<file path="src/verilog/rflpc_cfg.svh">
/*
 * Offsets, field positions, reset values and timing counts of the
 * reset, FIFO level and power control register block.
 * Assumes it is included by its bare name wherever these are needed.
 */
`ifndef RFLPC_CFG_SVH
`define RFLPC_CFG_SVH

// ************************************************************
// Register byte offsets.
// ************************************************************
`define RFLPC_HW_CTL_OFS 12'h014
`define RFLPC_RX_LVL_OFS 12'h018
`define RFLPC_TX_LVL_OFS 12'h01C
`define RFLPC_PMT_OFS 12'h020
`define RFLPC_INT_STS_OFS 12'h030
`define RFLPC_INT_MSK_OFS 12'h034

// ************************************************************
// Field positions.
// ************************************************************
`define RFLPC_SOFTWARE_RESET_TRIGGER_BIT 0
`define RFLPC_RCWS_BIT 9
`define RFLPC_RCWE_BIT 8
`define RFLPC_READY_BIT 7
`define RFLPC_SUSP_LSB 5
`define RFLPC_SUSP_MSB 6
`define RFLPC_INT_SRDONE 0
`define RFLPC_INT_READY 1
`define RFLPC_INT_RESUME 2
`define RFLPC_INT_N 3

// ************************************************************
// Reset values.
// ************************************************************
`define RFLPC_RX_RST 16'h0000
`define RFLPC_TX_RST 16'h2000
`define RFLPC_RCWS_RST 1'b0
`define RFLPC_RCWE_RST 1'b1
`define RFLPC_SUSP_RST 2'h2

// ************************************************************
// Timing: times in ns, counts derived from the clock period.
// ************************************************************
`define RFLPC_CLK_PERIOD_NS 8
`define RFLPC_PHY_RST_NS 1000
`define RFLPC_WDOG_NS 100000
`define RFLPC_PHY_RST_CYC ((`RFLPC_PHY_RST_NS + `RFLPC_CLK_PERIOD_NS - 1) / `RFLPC_CLK_PERIOD_NS)
`define RFLPC_WDOG_CYC ((`RFLPC_WDOG_NS + `RFLPC_CLK_PERIOD_NS - 1) / `RFLPC_CLK_PERIOD_NS)

`endif

</file>
<file path="src/verilog/rflpc_pkg.sv">
/*
 * Types of the reset, FIFO level and power control register block.
 * Assumes nothing of its surroundings.
 */
package rflpc_pkg;
  // Soft reset sequencer states.
  typedef enum logic [1:0] {
    SR_IDLE = 2'b00,
    SR_HOLD = 2'b01,
    SR_LOAD = 2'b10,
    SR_DONE = 2'b11
  } rflpc_sr_state_e;
  // Suspend power state selection.
  typedef enum logic [1:0] {
    POWER_STATE_0 = 2'b00,
    POWER_STATE_1 = 2'b01,
    POWER_STATE_2 = 2'b10,
    POWER_STATE_3 = 2'b11
  } rflpc_power_e;
  // FIFO byte level.
  typedef logic [15:0] rflpc_level_t;
endpackage

</file>
<file path="src/verilog/rflpc_regs.sv">
/*
 * Reset, FIFO level and power control registers behind an AXI4-Lite slave.
 * Assumes device side inputs are on sys_clk, except the PHY select strap
 * and the PHY clock presence pin, which are synchronised here.
 */
// Chosen here: the AXI4-Lite interface to the registers.
// Overview of operation
// - Writing one starts full reset, external PHY too.
// - Soft reset reloads configuration from EEPROM.
// - USB PHY disconnected until reinitialisation ends.
// - Low sixteen bits report receive FIFO bytes used.
// - Each stored frame adds length rounded to word.
// - Transmit level reports free bytes, resets 2000h.
// - Resume clears four frame flags when enabled.
// - Same setting also clears upper wake cause bit.
// - Setting off keeps wake status after resume.
// - Remote wakeup resume clears enables when set.
// - Host initiated resume never clears wake enables.
// - Five named enables excluded from resume clearing.
// - Ready only in normal state after configuration.
// - Without PHY clocks ready waits for watchdog.
// - Two bit field selects suspend power state.
// - Deconfiguration forces suspend selection to 10b.
`timescale 1ns/1ps
`include "rflpc_cfg.svh"

module rflpc_regs #(
  parameter int WDOG_CYCLES = `RFLPC_WDOG_CYC,
  parameter int PHY_RST_CYCLES = `RFLPC_PHY_RST_CYC
) (
  input wire logic sys_clk,
  input wire logic reset_n,
  input wire logic [11:0] s_axi_awaddr,
  input wire logic s_axi_awvalid,
  output logic s_axi_awready,
  input wire logic [31:0] s_axi_wdata,
  input wire logic [3:0] s_axi_wstrb,
  input wire logic s_axi_wvalid,
  output logic s_axi_wready,
  output logic [1:0] s_axi_bresp,
  output logic s_axi_bvalid,
  input wire logic s_axi_bready,
  input wire logic [11:0] s_axi_araddr,
  input wire logic s_axi_arvalid,
  output logic s_axi_arready,
  output logic [31:0] s_axi_rdata,
  output logic [1:0] s_axi_rresp,
  output logic s_axi_rvalid,
  input wire logic s_axi_rready,
  input wire logic phy_select_pin,
  input wire logic phy_clk_present_pin,
  input wire logic eeprom_load_done,
  input wire logic rx_frame_store,
  input wire rflpc_pkg::rflpc_level_t rx_frame_len,
  input wire logic rx_drain,
  input wire rflpc_pkg::rflpc_level_t rx_drain_bytes,
  input wire logic tx_alloc,
  input wire rflpc_pkg::rflpc_level_t tx_alloc_bytes,
  input wire logic tx_release,
  input wire rflpc_pkg::rflpc_level_t tx_release_bytes,
  input wire logic resume_done,
  input wire logic resume_remote,
  input wire logic dev_normal_state,
  input wire logic hw_config_done,
  input wire logic lite_reset_start,
  input wire logic config_entered,
  input wire logic deconfigured,
  output logic device_soft_reset,
  output logic ext_phy_reset,
  output logic usb_phy_disconnect,
  output logic eeprom_reload_req,
  output logic clr_wake_status,
  output logic clr_wake_enables,
  output rflpc_pkg::rflpc_power_e suspend_mode,
  output logic irq
);
  import rflpc_pkg::*;

  // ************************************************************
  // Parameter checks and local widths.
  // ************************************************************
  localparam int WD_W = $clog2(WDOG_CYCLES + 1);
  localparam int PR_W = $clog2(PHY_RST_CYCLES + 1);
  // Counters below cannot serve a zero length.
  if (WDOG_CYCLES < 1 || PHY_RST_CYCLES < 1) begin : g_chk
    $error("rflpc_regs: counts must be at least one");
  end

  // ************************************************************
  // Pin synchronisers.
  // ************************************************************
  logic [1:0] sel_sync; // Strap synchroniser, stage 0 read only by stage 1.
  logic [1:0] clk_sync; // PHY clock presence synchroniser.
  logic phy_sel; // External PHY in use.
  logic phy_clk_ok; // PHY clocks are running.
  // Two flops per pin; only the second stage is used by logic.
  always_ff @(posedge sys_clk) begin
    if (!reset_n) begin
      sel_sync <= 2'h0;
      clk_sync <= 2'h0;
    end else begin
      sel_sync <= {sel_sync[0], phy_select_pin};
      clk_sync <= {clk_sync[0], phy_clk_present_pin};
    end
  end
  assign phy_sel = sel_sync[1];
  assign phy_clk_ok = clk_sync[1];

  // ************************************************************
  // AXI4-Lite write channel.
  // ************************************************************
  logic aw_held; // Address taken, waiting for the write.
  logic w_held; // Data taken, waiting for the write.
  logic [11:0] aw_addr; // Held write address.
  logic [31:0] w_data; // Held write data.
  logic [3:0] w_strb; // Held byte strobes.
  logic wr_fire; // The held write is carried out this cycle.
  logic wr_hit; // Held address is mapped.
  logic [11:0] wr_ofs; // Word aligned write address.
  assign wr_fire = aw_held && w_held && !s_axi_bvalid;
  assign wr_ofs = {aw_addr[11:2], 2'b00};
  assign wr_hit = (wr_ofs == `RFLPC_HW_CTL_OFS) || (wr_ofs == `RFLPC_RX_LVL_OFS) ||
                  (wr_ofs == `RFLPC_TX_LVL_OFS) || (wr_ofs == `RFLPC_PMT_OFS) ||
                  (wr_ofs == `RFLPC_INT_STS_OFS) || (wr_ofs == `RFLPC_INT_MSK_OFS);

  // Address channel; taken in any order relative to the data.
  always_ff @(posedge sys_clk) begin
    if (!reset_n) begin
      aw_held <= 1'b0;
      aw_addr <= 12'h000;
      s_axi_awready <= 1'b0;
    end else if (s_axi_awvalid && s_axi_awready) begin
      aw_held <= 1'b1;
      aw_addr <= s_axi_awaddr;
      s_axi_awready <= 1'b0;
    end else if (wr_fire || !aw_held) begin
      aw_held <= 1'b0;
      s_axi_awready <= 1'b1;
    end
  end

  // Data channel, mirror of the address channel.
  always_ff @(posedge sys_clk) begin
    if (!reset_n) begin
      w_held <= 1'b0;
      w_data <= 32'h00000000;
      w_strb <= 4'h0;
      s_axi_wready <= 1'b0;
    end else if (s_axi_wvalid && s_axi_wready) begin
      w_held <= 1'b1;
      w_data <= s_axi_wdata;
      w_strb <= s_axi_wstrb;
      s_axi_wready <= 1'b0;
    end else if (wr_fire || !w_held) begin
      w_held <= 1'b0;
      s_axi_wready <= 1'b1;
    end
  end

  // Response; an unmapped address answers SLVERR and changes nothing.
  always_ff @(posedge sys_clk) begin
    if (!reset_n) begin
      s_axi_bvalid <= 1'b0;
      s_axi_bresp <= 2'h0;
    end else if (wr_fire) begin
      s_axi_bvalid <= 1'b1;
      s_axi_bresp <= wr_hit ? 2'h0 : 2'h2;
    end else if (s_axi_bready) begin
      s_axi_bvalid <= 1'b0;
    end
  end

  // Register select strobes for the carried out write.
  logic wr_hw;
  logic wr_pmt;
  logic wr_sts;
  logic wr_msk;
  assign wr_hw = wr_fire && (wr_ofs == `RFLPC_HW_CTL_OFS);
  assign wr_pmt = wr_fire && (wr_ofs == `RFLPC_PMT_OFS);
  assign wr_sts = wr_fire && (wr_ofs == `RFLPC_INT_STS_OFS) && w_strb[0];
  assign wr_msk = wr_fire && (wr_ofs == `RFLPC_INT_MSK_OFS) && w_strb[0];

  // ************************************************************
  // Soft reset sequencer.
  // ************************************************************
  rflpc_sr_state_e sr_state; // Sequencer state.
  rflpc_sr_state_e next_sr_state; // Its next value.
  logic sw_reset_bit; // Readable trigger bit.
  logic [PR_W-1:0] hold_cnt; // Reset hold counter.
  logic sr_start; // Software asked for a reset.
  // Writes while a sequence runs are ignored, so one trigger gives one reset.
  assign sr_start = wr_hw && w_strb[0] && w_data[`RFLPC_SOFTWARE_RESET_TRIGGER_BIT] && (sr_state == SR_IDLE);

  // Next state: hold, reload, then release.
  always_comb begin
    next_sr_state = sr_state;
    unique case (sr_state)
      SR_IDLE: begin
        if (sr_start) begin
          next_sr_state = SR_HOLD;
        end
      end
      SR_HOLD: begin
        if (hold_cnt == '0) begin
          next_sr_state = SR_LOAD;
        end
      end
      SR_LOAD: begin
        if (eeprom_load_done) begin
          next_sr_state = SR_DONE;
        end
      end
      SR_DONE: begin
        next_sr_state = SR_IDLE;
      end
    endcase
  end

  // State and hold counter.
  always_ff @(posedge sys_clk) begin
    if (!reset_n) begin
      sr_state <= SR_IDLE;
      hold_cnt <= '0;
    end else begin
      sr_state <= next_sr_state;
      if (sr_start) begin
        hold_cnt <= PR_W'(PHY_RST_CYCLES - 1);
      end else if (hold_cnt != '0) begin
        hold_cnt <= hold_cnt - 1'b1;
      end
    end
  end

  // Trigger bit stays one for the whole sequence, so software can poll it.
  always_ff @(posedge sys_clk) begin
    if (!reset_n) begin
      sw_reset_bit <= 1'b0;
    end else if (sr_start) begin
      sw_reset_bit <= 1'b1;
    end else if (sr_state == SR_DONE) begin
      sw_reset_bit <= 1'b0;
    end
  end

  // Sequencer outputs, registered from the next state.
  always_ff @(posedge sys_clk) begin
    if (!reset_n) begin
      device_soft_reset <= 1'b0;
      ext_phy_reset <= 1'b0;
      usb_phy_disconnect <= 1'b0;
      eeprom_reload_req <= 1'b0;
    end else begin
      device_soft_reset <= (next_sr_state == SR_HOLD);
      ext_phy_reset <= (next_sr_state == SR_HOLD) && phy_sel;
      // Disconnect spans hold and reload, released only once reload ends.
      usb_phy_disconnect <= (next_sr_state == SR_HOLD) ||
                            (next_sr_state == SR_LOAD);
      eeprom_reload_req <= (sr_state == SR_HOLD) && (next_sr_state == SR_LOAD);
    end
  end
  logic sr_hold; // Device state returns to defaults.
  assign sr_hold = (sr_state == SR_HOLD);

  // ************************************************************
  // FIFO levels.
  // ************************************************************
  rflpc_level_t rx_used; // Receive bytes used.
  rflpc_level_t tx_free; // Transmit bytes free.
  rflpc_level_t rx_len_up; // Frame length rounded up to a word.
  rflpc_level_t rx_add;
  rflpc_level_t rx_sub;
  rflpc_level_t tx_add;
  rflpc_level_t tx_sub;
  assign rx_len_up = (rx_frame_len + 16'h0003) & 16'hFFFC;
  assign rx_add = rx_frame_store ? rx_len_up : 16'h0000;
  assign rx_sub = rx_drain ? rx_drain_bytes : 16'h0000;
  assign tx_add = tx_release ? tx_release_bytes : 16'h0000;
  assign tx_sub = tx_alloc ? tx_alloc_bytes : 16'h0000;

  // Counters; the datapath keeps them in range, no saturation here.
  always_ff @(posedge sys_clk) begin
    if (!reset_n || sr_hold) begin
      rx_used <= `RFLPC_RX_RST;
      tx_free <= `RFLPC_TX_RST;
    end else begin
      rx_used <= rx_used + rx_add - rx_sub;
      tx_free <= tx_free + tx_add - tx_sub;
    end
  end

  // ************************************************************
  // Ready flag and watchdog.
  // ************************************************************
  logic [WD_W-1:0] wdog_cnt; // Watchdog down counter.
  logic wdog_done; // Watchdog has expired.
  logic wdog_arm; // Lite reset, configured entry or soft reset end.
  logic ready; // Readable ready flag.
  logic ready_d; // Ready one cycle ago.
  assign wdog_arm = lite_reset_start || config_entered || (sr_state == SR_DONE);

  // Watchdog restarts on each arm; also armed from reset.
  always_ff @(posedge sys_clk) begin
    if (!reset_n) begin
      wdog_cnt <= WD_W'(WDOG_CYCLES);
      wdog_done <= 1'b0;
    end else if (wdog_arm) begin
      wdog_cnt <= WD_W'(WDOG_CYCLES);
      wdog_done <= 1'b0;
    end else if (wdog_cnt != '0) begin
      wdog_cnt <= wdog_cnt - 1'b1;
      wdog_done <= (wdog_cnt == WD_W'(1));
    end
  end

  // Ready needs normal state, finished configuration and PHY clocks
  // or an expired watchdog; it drops while a soft reset runs.
  always_ff @(posedge sys_clk) begin
    if (!reset_n) begin
      ready <= 1'b0;
      ready_d <= 1'b0;
    end else begin
      ready <= dev_normal_state && hw_config_done && (sr_state == SR_IDLE) &&
               (phy_clk_ok || wdog_done);
      ready_d <= ready;
    end
  end

  // ************************************************************
  // Power management control.
  // ************************************************************
  logic rcws; // Resume clears wake status.
  logic rcwe; // Resume clears wake enables.
  // Suspend select and resume options; deconfiguration overrides a write.
  always_ff @(posedge sys_clk) begin
    if (!reset_n || sr_hold) begin
      rcws <= `RFLPC_RCWS_RST;
      rcwe <= `RFLPC_RCWE_RST;
      suspend_mode <= rflpc_power_e'(`RFLPC_SUSP_RST);
    end else begin
      if (wr_pmt && w_strb[1]) begin
        rcws <= w_data[`RFLPC_RCWS_BIT];
        rcwe <= w_data[`RFLPC_RCWE_BIT];
      end
      if (deconfigured) begin
        suspend_mode <= POWER_STATE_2;
      end else if (wr_pmt && w_strb[0]) begin
        // No check of software's choice while unconfigured.
        suspend_mode <= rflpc_power_e'(w_data[`RFLPC_SUSP_MSB:`RFLPC_SUSP_LSB]);
      end
    end
  end

  // Resume clearing pulses to the wake register. The status pulse clears the
  // four frame flags and the upper cause bit; the enable pulse clears only
  // enables outside the five frame and unicast enables.
  always_ff @(posedge sys_clk) begin
    if (!reset_n) begin
      clr_wake_status <= 1'b0;
      clr_wake_enables <= 1'b0;
    end else begin
      clr_wake_status <= resume_done && rcws;
      clr_wake_enables <= resume_done && rcwe && resume_remote;
    end
  end

  // ************************************************************
  // Interrupt status and mask.
  // ************************************************************
  logic [`RFLPC_INT_N-1:0] int_evt; // Event pulses.
  logic [`RFLPC_INT_N-1:0] int_sts; // Sticky status.
  logic [`RFLPC_INT_N-1:0] int_msk; // Enable mask.
  assign int_evt[`RFLPC_INT_SRDONE] = (sr_state == SR_DONE);
  assign int_evt[`RFLPC_INT_READY] = ready && !ready_d;
  assign int_evt[`RFLPC_INT_RESUME] = resume_done;

  // Per bit status; an event in the clearing cycle wins so none is lost.
  for (genvar i = 0; i < `RFLPC_INT_N; i++) begin : g_int
    always_ff @(posedge sys_clk) begin
      if (!reset_n) begin
        int_sts[i] <= 1'b0;
      end else if (int_evt[i]) begin
        int_sts[i] <= 1'b1;
      end else if (wr_sts && w_data[i]) begin
        int_sts[i] <= 1'b0;
      end
    end
  end

  // Mask and interrupt line; the line follows status one cycle later.
  always_ff @(posedge sys_clk) begin
    if (!reset_n) begin
      int_msk <= '0;
      irq <= 1'b0;
    end else begin
      if (wr_msk) begin
        int_msk <= w_data[`RFLPC_INT_N-1:0];
      end
      irq <= |(int_sts & int_msk);
    end
  end

  // ************************************************************
  // AXI4-Lite read channel.
  // ************************************************************
  logic [31:0] rd_mux; // Word at the requested address.
  logic rd_hit; // Requested address is mapped.
  // Reserved bits read as zero.
  always_comb begin
    rd_mux = 32'h00000000;
    rd_hit = 1'b1;
    unique case ({s_axi_araddr[11:2], 2'b00})
      `RFLPC_HW_CTL_OFS: rd_mux[`RFLPC_SOFTWARE_RESET_TRIGGER_BIT] = sw_reset_bit;
      `RFLPC_RX_LVL_OFS: rd_mux[15:0] = rx_used;
      `RFLPC_TX_LVL_OFS: rd_mux[15:0] = tx_free;
      `RFLPC_PMT_OFS: begin
        rd_mux[`RFLPC_RCWS_BIT] = rcws;
        rd_mux[`RFLPC_RCWE_BIT] = rcwe;
        rd_mux[`RFLPC_READY_BIT] = ready;
        rd_mux[`RFLPC_SUSP_MSB:`RFLPC_SUSP_LSB] = suspend_mode;
      end
      `RFLPC_INT_STS_OFS: rd_mux[`RFLPC_INT_N-1:0] = int_sts;
      `RFLPC_INT_MSK_OFS: rd_mux[`RFLPC_INT_N-1:0] = int_msk;
      default: rd_hit = 1'b0;
    endcase
  end

  // One read at a time; data registered at address acceptance.
  always_ff @(posedge sys_clk) begin
    if (!reset_n) begin
      s_axi_arready <= 1'b0;
      s_axi_rvalid <= 1'b0;
      s_axi_rdata <= 32'h00000000;
      s_axi_rresp <= 2'h0;
    end else if (s_axi_arvalid && s_axi_arready) begin
      s_axi_arready <= 1'b0;
      s_axi_rvalid <= 1'b1;
      s_axi_rdata <= rd_mux;
      s_axi_rresp <= rd_hit ? 2'h0 : 2'h2;
    end else if (s_axi_rvalid && s_axi_rready) begin
      s_axi_rvalid <= 1'b0;
      s_axi_arready <= 1'b1;
    end else if (!s_axi_rvalid) begin
      s_axi_arready <= 1'b1;
    end
  end

  rflpc_level_t rx_len_up_d; // Rounded length one cycle ago.
  always_ff @(posedge sys_clk) begin
    rx_len_up_d <= rx_len_up;
  end
  logic [15:0] phy_rst_len; // Cycles the external PHY reset has stood so far.
  // Counting the length lets the check follow any PHY_RST_CYCLES value.
  always_ff @(posedge sys_clk) begin
    if (!reset_n || !ext_phy_reset) begin
      phy_rst_len <= 16'h0000;
    end else begin
      phy_rst_len <= phy_rst_len + 16'h0001;
    end
  end
endmodule
</file>
<file path="config.mk">
export PLATFORM = sky130hd
export DESIGN_NAME = rflpc_regs
export DESIGN_NICKNAME = d
export VERILOG_FILES = /design/src/verilog/rflpc_pkg.sv /design/src/verilog/rflpc_regs.sv
export VERILOG_INCLUDE_DIRS = /design/src /design/src/verilog
export SDC_FILE = /design/constraint.sdc
export NUM_CORES = 1
export LEC_CHECK = 0
export ABC_AREA = 1
export BUFFER_PORTS_ARGS = -buffer_cell sky130_fd_sc_hd__buf_2
export CAP_MARGIN = 10
export CELL_PAD_IN_SITES_DETAIL_PLACEMENT = 2
export CELL_PAD_IN_SITES_GLOBAL_PLACEMENT = 2
export CORE_MARGIN = 8
export CORE_UTILIZATION = 30
export CTS_CLUSTER_SIZE = 12
export DETAILED_ROUTE_END_ITERATION = 7
export PLACE_DENSITY = 0.8
export SLEW_MARGIN = 20
export SYNTH_ARGS = -nofsm -noshare
export SYNTH_HDL_FRONTEND = slang
export SYNTH_SLANG_ARGS = --single-unit
</file>
<file path="constraint.sdc">
create_clock -name sys_clk -period 4.6 [get_ports sys_clk]
set_input_delay 0.46 -clock sys_clk [delete_from_list [all_inputs] [get_ports sys_clk]]
set_output_delay 0.46 -clock sys_clk [all_outputs]
set_load 0.01 [all_outputs]
</file>
==> impl_metrics.yaml, run 1 <==
sta:
  finalMaxSlewViolations: 0
  setup_violations: 0
  rsz0062_at_grt: "no"
  fin_worst_skew_ns: 0.0140
  relSlewSlack: 0.412
  hold_violations: 0
  timing.setup.tns_ns: 0
  worst_pin_slew_ns: 0.881
  min_period_over_period: 0.643
  period_needed_ns: 2.96
  max_freq_ghz: 0.338
  hold_slack_ns: 0.223
synthesis:
  synth_edf_count: 0
  synth_cell_type_count: 53
  avgSynthCellArea_um2: 6.92
  synthTopCellsByCount: "236 x nand2_1, 235 x inv_1, 124 x dfxtp_1"
  ys_async_sr_fraction: 0
  synth_area_mm2: 0.00813
  synth_ff_type: "dfxtp_1"
  syn_inst: 1176
  yosysTopAreaCell: "dfxtp_1"
  synthTopCellsByArea: "dfxtp_1 31%, nand2_1 11%, inv_1 11%"
  synth_top_area_frac: 0.305
  yosysMostFrequentCell: "nand2_1"
  yosysSeqAreaShare: 0.305
  yosysWarnings: 0
  yosys_register_bits: 124
clock_tree:
  postCtsSetupBuffers: 0
  clk_latency_ns: 0.43
  clkSlewWorstSetupHoldPaths_ns: 0.06
  cts_tree: "built"
  cts_resized: 0
  cts_sinks: 124
  cts_max_level: 4
  cts_root_buf: "clkbuf_16"
  cts_hold_repair.buffers: 0
  numCtsBuffers: 17
  cts_buffer_depth: 2
critical_path:
  critPathBufInv: 3
  critPathCaptureType: "register"
  critPathKind: "in -> reg"
  cp_slowest_cell: "fa_1"
  worstSetupStartpointType: "primary input"
  crit_family: "adder cells"
  crit_top_cell: "nand2_1"
  cp_cell_sequence: "buf_2 -> o21ai_1 -> nor2_1 -> nand2_1 -> nand3_1 -> fa_1 -> inv_1 -> ha_1 -> a21oi_1 -> nand2_1 -> a21boi_2 -> inv_1 -> nand2_1 -> nand2_1 -> nand3_1 -> a21oi_1"
  required_ns: 4.88
  crit_fanout: 5
  cpPeakStageDelay_ns: 0.52
  critPathArrivalTime_ns: 3.24
pwr:
  ir_worst_vdd_v: 0.000171
  totalPowerFinal_mw: 4.90
  p_per_area_mw_per_mm2: 505
  p_leak_nw: 5.07
floorplanning:
  start_util: 0.303
  die-area_mm2: 0.0326
  rows: 60
  core_mm2: 0.0268
  die_y_um: 181
  dieWidth_um: 181
  io_pins: 195
detailed_routing:
  viasPerCell: 4.78
  dr.pass1.iters: 4
  drc: 0
  avgRoutedWirePerCell_um: 16.9
  ant_nets: 0
  drt-total-wl_mm: 28.3
  drtIter0Drc: 256
  vias: 7997
placement:
  detailed_place_hpwl_mm: 22.7
  portBuffers: 145
  gp_congestion: 0.819
finish:
  drive_gt1_frac: 0.180
  antenna_cells: 0
  nets: 1529
  fin_util: 0.362
  syn2layout_area_growth_pct: 19.3
job:
  drv_cap: 0
min_path:
  min_path_type: "in -> reg"
global_routing:
  grt_max_degree: 39
  grt_pass1_vias: 9032
  antenna_found_initial: 4
  grt-ovfl-total: 0
  grtUsageTotal: 0.176
  grt_pass1_wl_mm: 46.5
status:
  outcome: "finished, final reports clean"
[state kept, by name (all words and copies together) (netlist names), 2 cells and up]
signal and cells:
clk_sync 2, int_sts 3, hold_cnt 7, s_axi_rdata 16, wdog_cnt 14, suspend_mode 2
int_msk 3, aw_addr 10, w_strb 2, w_data 7, sr_state 2, sel_sync 2
rx_used 16, tx_free 16
[stage by stage]
stage | setup WS [ns] | instances | area (um2)
after global routing | 1.35 | 1672 | 9700
after CTS | 1.60 | 1672 | 9700
after detailed placement | 1.16 | 1640 | 9110
final | 1.64 | 1672 | 9700
after floorplan | 1.81 | 1193 | 8200
after global placement | 1.28 | 1640 | 9110
[cells in the final DEF, fill, tap and decap left out, types with 29 or more instances in the layout]
cell     synthesis  routed
buf_2            4     145
a21oi_1         77      77
o21ai_0         43      43
nor2_1         112     112
nand2_1        236     236
dfxtp_1        124     124
fa_1            29      29
nand3_1         65      65
ha_1            37      37
inv_1          235     235
[per-layer routing]
| metal | wire length (um) | track usage | share of wire |
|---|---|---|---|
| met1 | 12400 | 0.204 | 0.44 |
| met2 | 14000 | 0.315 | 0.49 |
| met3 | 1140 | 0.0401 | 0.040 |
| met4 | 671 | 0.0565 | 0.024 |
| met5 | 47 | 0 | 0.0017 |
[power by group]
group	switching (mW)	total (mW)	internal, mW
logic	1.47	2.23	0.760
clock network	0.563	1.39	0.827
registers	0.0584	1.28	1.22
total	2.09	4.90	2.81
[cells by family after synthesis]
logic type	count (synthesis)	share of synthesized area
AO/OA/AOI/OAI	193	0.140
XOR/XNOR	5	0.00538
other	1	0.000461
flip-flops	124	0.305
AND/OR/NAND/NOR	494	0.273
adder cells (fa/ha/maj)	66	0.128
buffers and inverters	293	0.147
[layout make-up]
cell class | count | area (um2)
Clock buffer | 19 | 443
Clock inverter | 13 | 154
Fill cell | 3239 | 17100
Inverter | 254 | 955
Multi-Input combinational cell | 776 | 4520
Sequential cell | 124 | 2480
Tap cell | 341 | 427
Timing Repair Buffer | 145 | 726
[tightest hold or removal path: cells and delay by family]
| family | cells | cell delay [ns] |
|---|---|---|
| buf+inv | 2 | 0.12 |
| simple gates | 1 | 0.04 |
[final timing paths]
| kind | from | to | slack, ns | depth (start not counted) |
|---|---|---|---|---|
| worst max-delay path | rx_frame_len[1] | rx_used[15] | 1.64 | 16 |
| worst min-delay path | phy_clk_present_pin | clk_sync[0] | 0.22 | 3 |
| worst max register to register | tx_free[2] | tx_free[13] | 2.04 | 14 |
| worst min register to register | sel_sync[1] | ext_phy_reset | 0.43 | 2 |
Note: power is estimated with default switching activity, not from simulation.
==> run 2: changes to the inputs <==
- ABC_AREA: 1 -> 0
- CORE_UTILIZATION: 30 -> 28
- PLACE_DENSITY: 0.8 -> 0.75
- clock period: 4.6 -> 2.4 ns (I/O delays scaled with it)
==> run 2 against run 1 <==
Against the previous run:
- critical path type unchanged
- sequential power grew 110%
- critical path depth grew 1
- core utilization rose by 4.4 points
- synthesized cell count down 22%
- the run now ends with negative setup slack left
- largest cell class unchanged
- global-route usage down 0.42 points
- total power rose to 2.6 times the previous value
- clock skew barely moved
- sequential cell count unchanged
- count of clock-buffer cells in the layout shrank 2
==> impl_metrics.yaml, run 2 <==
status:
  outcome: "complete, but fails checks"
  violations: "negative setup slack"
synthesis:
  synthTopCellsByCount: "124 x dfxtp_1, 123 x nand2_1, 93 x inv_1"
  yosysSeqAreaShare: 0.324
  yosysTopAreaCell: "dfxtp_1"
  avgSynthCellArea_um2: 8.32
  synth_area_mm2: 0.00767
  syn_inst: 921
  synth_edf_count: 0
  synth_cell_type_count: 66
  synth_ff_type: "dfxtp_1"
  yosys_register_bits: 124
  synth_top_area_frac: 0.324
  synthTopCellsByArea: "dfxtp_1 32%, fa_1 7.6%, ha_1 6.0%"
  yosysMostFrequentCell: "dfxtp_1"
  yosysWarnings: 0
  ys_async_sr_fraction: 0
min_path:
  hold_depth: 2
  min_path_type: "in -> reg"
finish:
  final_cells: 1535
  fillers: 3021
  multi_input_area_mm2: 0.00534
  drive_gt1_frac: 0.366
  nets: 1392
  antenna_cells: 0
  reg.largest.list: "rx_used x16, s_axi_rdata x16, tx_free x16"
  mostFrequentLayoutCell: "buf_2"
  stdcell_area_mm2: 0.0109
  final-seq-area_mm2: 0.00250
  fin_util: 0.406
  syn2layout_area_growth_pct: 42.8
  final_cell_mix: "140 x buf_2, 121 x buf_4, 116 x nand2_1"
clock_tree:
  clk_latency_ns: 0.43
  cts_buffer_depth: 2
  clkSlewWorstSetupHoldPaths_ns: 0.07
  cts_root_buf: "clkbuf_16"
  numCtsBuffers: 17
  cts_tree: "built"
  cts_max_level: 4
  cts_sinks: 124
detailed_routing:
  drc: 0
  ant_nets: 0
  drt-total-wl_mm: 30.1
  dr.pass1.iters: 4
  vias: 7518
  avgRoutedWirePerCell_um: 19.6
  viasPerCell: 4.90
  drtIter0Drc: 296
sta:
  relSlewSlack: 0.547
  max_freq_ghz: 0.375
  finalMaxSlewViolations: 0
  hold_violations: 0
  rsz0062_at_grt: "yes"
  min_period_over_period: 1.11
  fin_worst_skew_ns: 0.0135
  setup_ws_ns: -0.270
  period_needed_ns: 2.67
  setup_violations: 10
  hold_slack_ns: 0.0241
  worst_pin_slew_ns: 0.672
  timing.setup.tns_ns: -1.42
placement:
  detailed_place_hpwl_mm: 22.0
  portBuffers: 145
  dp_slack_ns: -0.644
  placed_cell_area_mm2: 0.00951
  dpl.cell_count: 1479
  gp_congestion: 0.815
critical_path:
  critPathCaptureType: "register"
  worstSetupStartpointType: "primary input"
  critPathBufInv: 3
  critPathArrivalTime_ns: 2.99
  cpPeakStageDelay_ns: 0.52
  cp_cell_sequence: "buf_8 -> o211a_4 -> nand3_4 -> nor2_4 -> buf_6 -> nand4_1 -> xnor2_1 -> nand2_1 -> fa_1 -> inv_2 -> ha_4 -> o21a_1 -> o21a_1 -> o22ai_2 -> a21oi_2 -> xnor2_1 -> nor2_1"
  critPathKind: "in -> reg"
  crit_fanout: 4
  cp.depth: 17
  ff2ff_path_depth: 10
  crit_family: "compound AO/OA/AOI/OAI gates"
  required_ns: 2.72
  cp_slowest_cell: "fa_1"
job:
  drv_cap: 0
floorplanning:
  core_mm2: 0.0270
  rows: 60
  start_util: 0.284
  io_pins: 195
  dieWidth_um: 181
  die-area_mm2: 0.0329
  die_y_um: 181
pwr:
  p_leak_nw: 4.87
  p_int_mw: 7.44
  p_sw_mw: 5.24
  totalPowerFinal_mw: 12.7
  p_comb_frac: 0.587
  p_sw_frac: 0.413
  p_per_area_mw_per_mm2: 1160
  seqPwrFrac: 0.210
  ir_worst_vdd_v: 0.000475
  clockPowerShare: 0.203
global_routing:
  antenna_found_initial: 0
  grt_pass1_wl_mm: 45.6
  grt-ovfl-total: 0
  grt_pass1_vias: 8523
  grtUsageTotal: 0.171
  grt_max_degree: 32
run 2: changes by cell type after synthesis, sizes merged, moves of 11 or more:
cell    change
nor2b      +19
a21boi     +27
inv       -158
o21ai      -25
clkbuf     +12
a221oi     +12
xnor2      +32
nand2b     +11
nand3      -49
a21oi      -45
and2       +41
nand2     -120
mux2i      +13
nor2       -59
run 2: logic make-up after synthesis:
logic type               count (synthesis)  synth area share
AND/OR/NAND/NOR                        349             0.227
AO/OA/AOI/OAI                          179             0.159
buffers and inverters                  141            0.0800
flip-flops                             124             0.324
adder cells (fa/ha/maj)                 66             0.136
XOR/XNOR                                48            0.0566
multiplexers                            13            0.0170
other                                    1          0.000489
run 2: area by class of cell:
type                       count  area share
multi-input combinational    673       0.488
sequential                   124       0.229
timing repair buffer         272       0.159
tap                          341      0.0390
clock buffer                  17      0.0389
inverter                      93      0.0319
clock inverter                15      0.0151
run 2: power groups by stage:
stage                     registers (mW)  clock network (mW)  logic, mW
after floorplan                     2.55                   0       3.47
after global routing                2.70                2.72       8.10
after global placement              2.66                   0       5.30
after detailed placement            2.68                   0       5.59
after CTS                           2.65                2.64       6.38
final                               2.67                2.58       7.43
run 2: repair_timing:
| item | in CTS | in global routing |
|---|---|---|
| hold endpoints to repair | 1 | 0 |
| setup endpoints to repair | 19 | 19 |
| pin swaps | 55 | 64 |
| hold buffers | 1 | 0 |
| setup buffers | 14 | 10 |
| gates resized for setup | 69 | 77 |
run 2: routing by layer:
layer	vias to the layer above	wire length, um	track usage
met1	3742	12400	0.199
met2	146	16000	0.314
met3	45	917	0.0303
li1	3585	-	-
met5	-	0	0
met4	0	704	0.0544
run 2: worst paths after layout:
path,startpoint,endpoint,slack [ns]
setup / recovery,rx_frame_len[1],rx_used[12],-0.27
hold / removal,phy_select_pin,sel_sync[0],0.02
setup reg to reg,rx_used[4],rx_used[15],-0.12
hold reg to reg,sel_sync[0],sel_sync[1],0.44
==> run 3: changes to the inputs <==
- SKIP_CTS_REPAIR_TIMING: not set -> 1
==> run 3 against run 2 <==
Against the previous run:
- the run still ends with negative setup slack left
- sequential power barely moved
- clock power barely moved
- global-route usage fell by 0.82 points
- final area fell by 1.0%
- critical path depth fell by 3
- first-iteration DRC count rose by 4.1%
- setup slack got worse by 0.014 ns
- sequential cell count did not move
- hold slack improved by 0.0040 ns
- critical path type unchanged
- register-to-register slack barely moved
==> impl_metrics.yaml, run 3 (same netlist as run 2, synthesis figures left out) <==
status:
  outcome: "complete, but fails checks"
  violations: "negative setup slack"
floorplanning:
  dieWidth_um: 181
  rows: 60
  core_mm2: 0.0270
  start_util: 0.284
  die-area_mm2: 0.0329
  io_pins: 195
  die_y_um: 181
global_routing:
  grtUsageTotal: 0.163
  grt_max_degree: 32
  grt-ovfl-total: 0
  grt_pass1_vias: 8239
  antenna_found_initial: 0
  grt_pass1_wl_mm: 43.5
sta:
  setup_violations: 8
  period_needed_ns: 2.68
  timing.setup.tns_ns: -1.13
  hold_violations: 0
  finalMaxSlewViolations: 0
  max_freq_ghz: 0.373
  rsz0062_at_grt: "yes"
  worst_pin_slew_ns: 0.693
  relSlewSlack: 0.533
  min_period_over_period: 1.12
  hold_slack_ns: 0.0281
  setup_ws_ns: -0.283
  fin_worst_skew_ns: 0.0140
detailed_routing:
  drtIter0Drc: 308
  drc: 0
  avgRoutedWirePerCell_um: 19.2
  vias: 7414
  ant_nets: 0
  viasPerCell: 4.85
  dr.pass1.iters: 4
  drt-total-wl_mm: 29.4
placement:
  detailed_place_hpwl_mm: 22.0
  dpl.cell_count: 1479
  portBuffers: 145
  gp_congestion: 0.815
finish:
  final_cell_mix: "139 x buf_2, 119 x nand2_1, 116 x buf_4"
  reg.largest.list: "rx_used x16, s_axi_rdata x16, tx_free x16"
  final_cells: 1530
  mostFrequentLayoutCell: "buf_2"
  syn2layout_area_growth_pct: 41.3
  nets: 1387
  antenna_cells: 0
  drive_gt1_frac: 0.357
critical_path:
  required_ns: 2.72
  critPathArrivalTime_ns: 3.00
  critPathCaptureType: "register"
  reg2reg_slack_ns: -0.13
  critPathKind: "in -> reg"
  crit_fanout: 6
  worstSetupStartpointType: "primary input"
clock_tree:
  cts_tree: "built"
  cts_root_buf: "clkbuf_16"
  numCtsBuffers: 17
  cts_sinks: 124
  cts_buffer_depth: 2
  clkSlewWorstSetupHoldPaths_ns: 0.07
  cts_max_level: 4
  clk_latency_ns: 0.43
pwr:
  p_per_area_mw_per_mm2: 1150
  ir_worst_vdd_v: 0.000413
  p_leak_nw: 4.82
job:
  drv_cap: 0
min_path:
  min_path_type: "in -> reg"
-- run 3: critical path, cell delays in order --
cell,delay (ns)
buf_8,0.08
o211a_4,0.18
nand4_1,0.17
nor2_4,0.23
xor2_1,0.17
nand2_1,0.12
fa_1,0.54
inv_1,0.08
ha_4,0.19
or4_1,0.47
o22ai_1,0.16
a21oi_1,0.11
xnor2_1,0.21
nor2_1,0.05
-- run 3: path summary, 6_finish.rpt --
| check | cells after the start | startpoint | endpoint |
|---|---|---|---|
| worst max register to register | 10 | rx_used[4] | rx_used[15] |
| worst max-delay path | 14 | rx_frame_len[0] | rx_used[12] |
| worst min register to register | 1 | sel_sync[0] | sel_sync[1] |
| worst min-delay path | 2 | phy_select_pin | sel_sync[0] |
-- run 3: metrics by stage --
stage | worst slack, ns | utilization | total power, mW | area, um2
floorplan | -0.318 | - | 6.02 | 7850
global placement | -0.574 | 0.353 | 7.96 | 9510
detailed placement | -0.644 | 0.353 | 8.27 | 9510
CTS | -0.368 | 0.375 | 10.9 | 10100
global route | -0.353 | 0.402 | 13.3 | 10800
finish | -0.283 | 0.402 | 12.5 | 10800
-- run 3: cell type report --
class	count	area [um2]
Tap cell	341	427
Fill cell	3026	16100
Clock buffer	17	425
Sequential cell	124	2500
Inverter	93	349
Multi-Input combinational cell	673	5260
Timing Repair Buffer	267	1700
Clock inverter	15	165
-- run 3: where the power goes --
group | total [mW] | internal [mW] | switching (mW)
sequential | 2.65 | 2.40 | 0.259
combinational | 7.23 | 3.56 | 3.67
clock | 2.58 | 1.41 | 1.17
-- run 3: layer usage --
layer	up-vias	global-route usage	wire, um
li1	3579	-	-
met1	3659	0.193	12200
met2	136	0.295	15600
met3	40	0.0333	932
met4	0	0.0459	655
met5	-	0	0
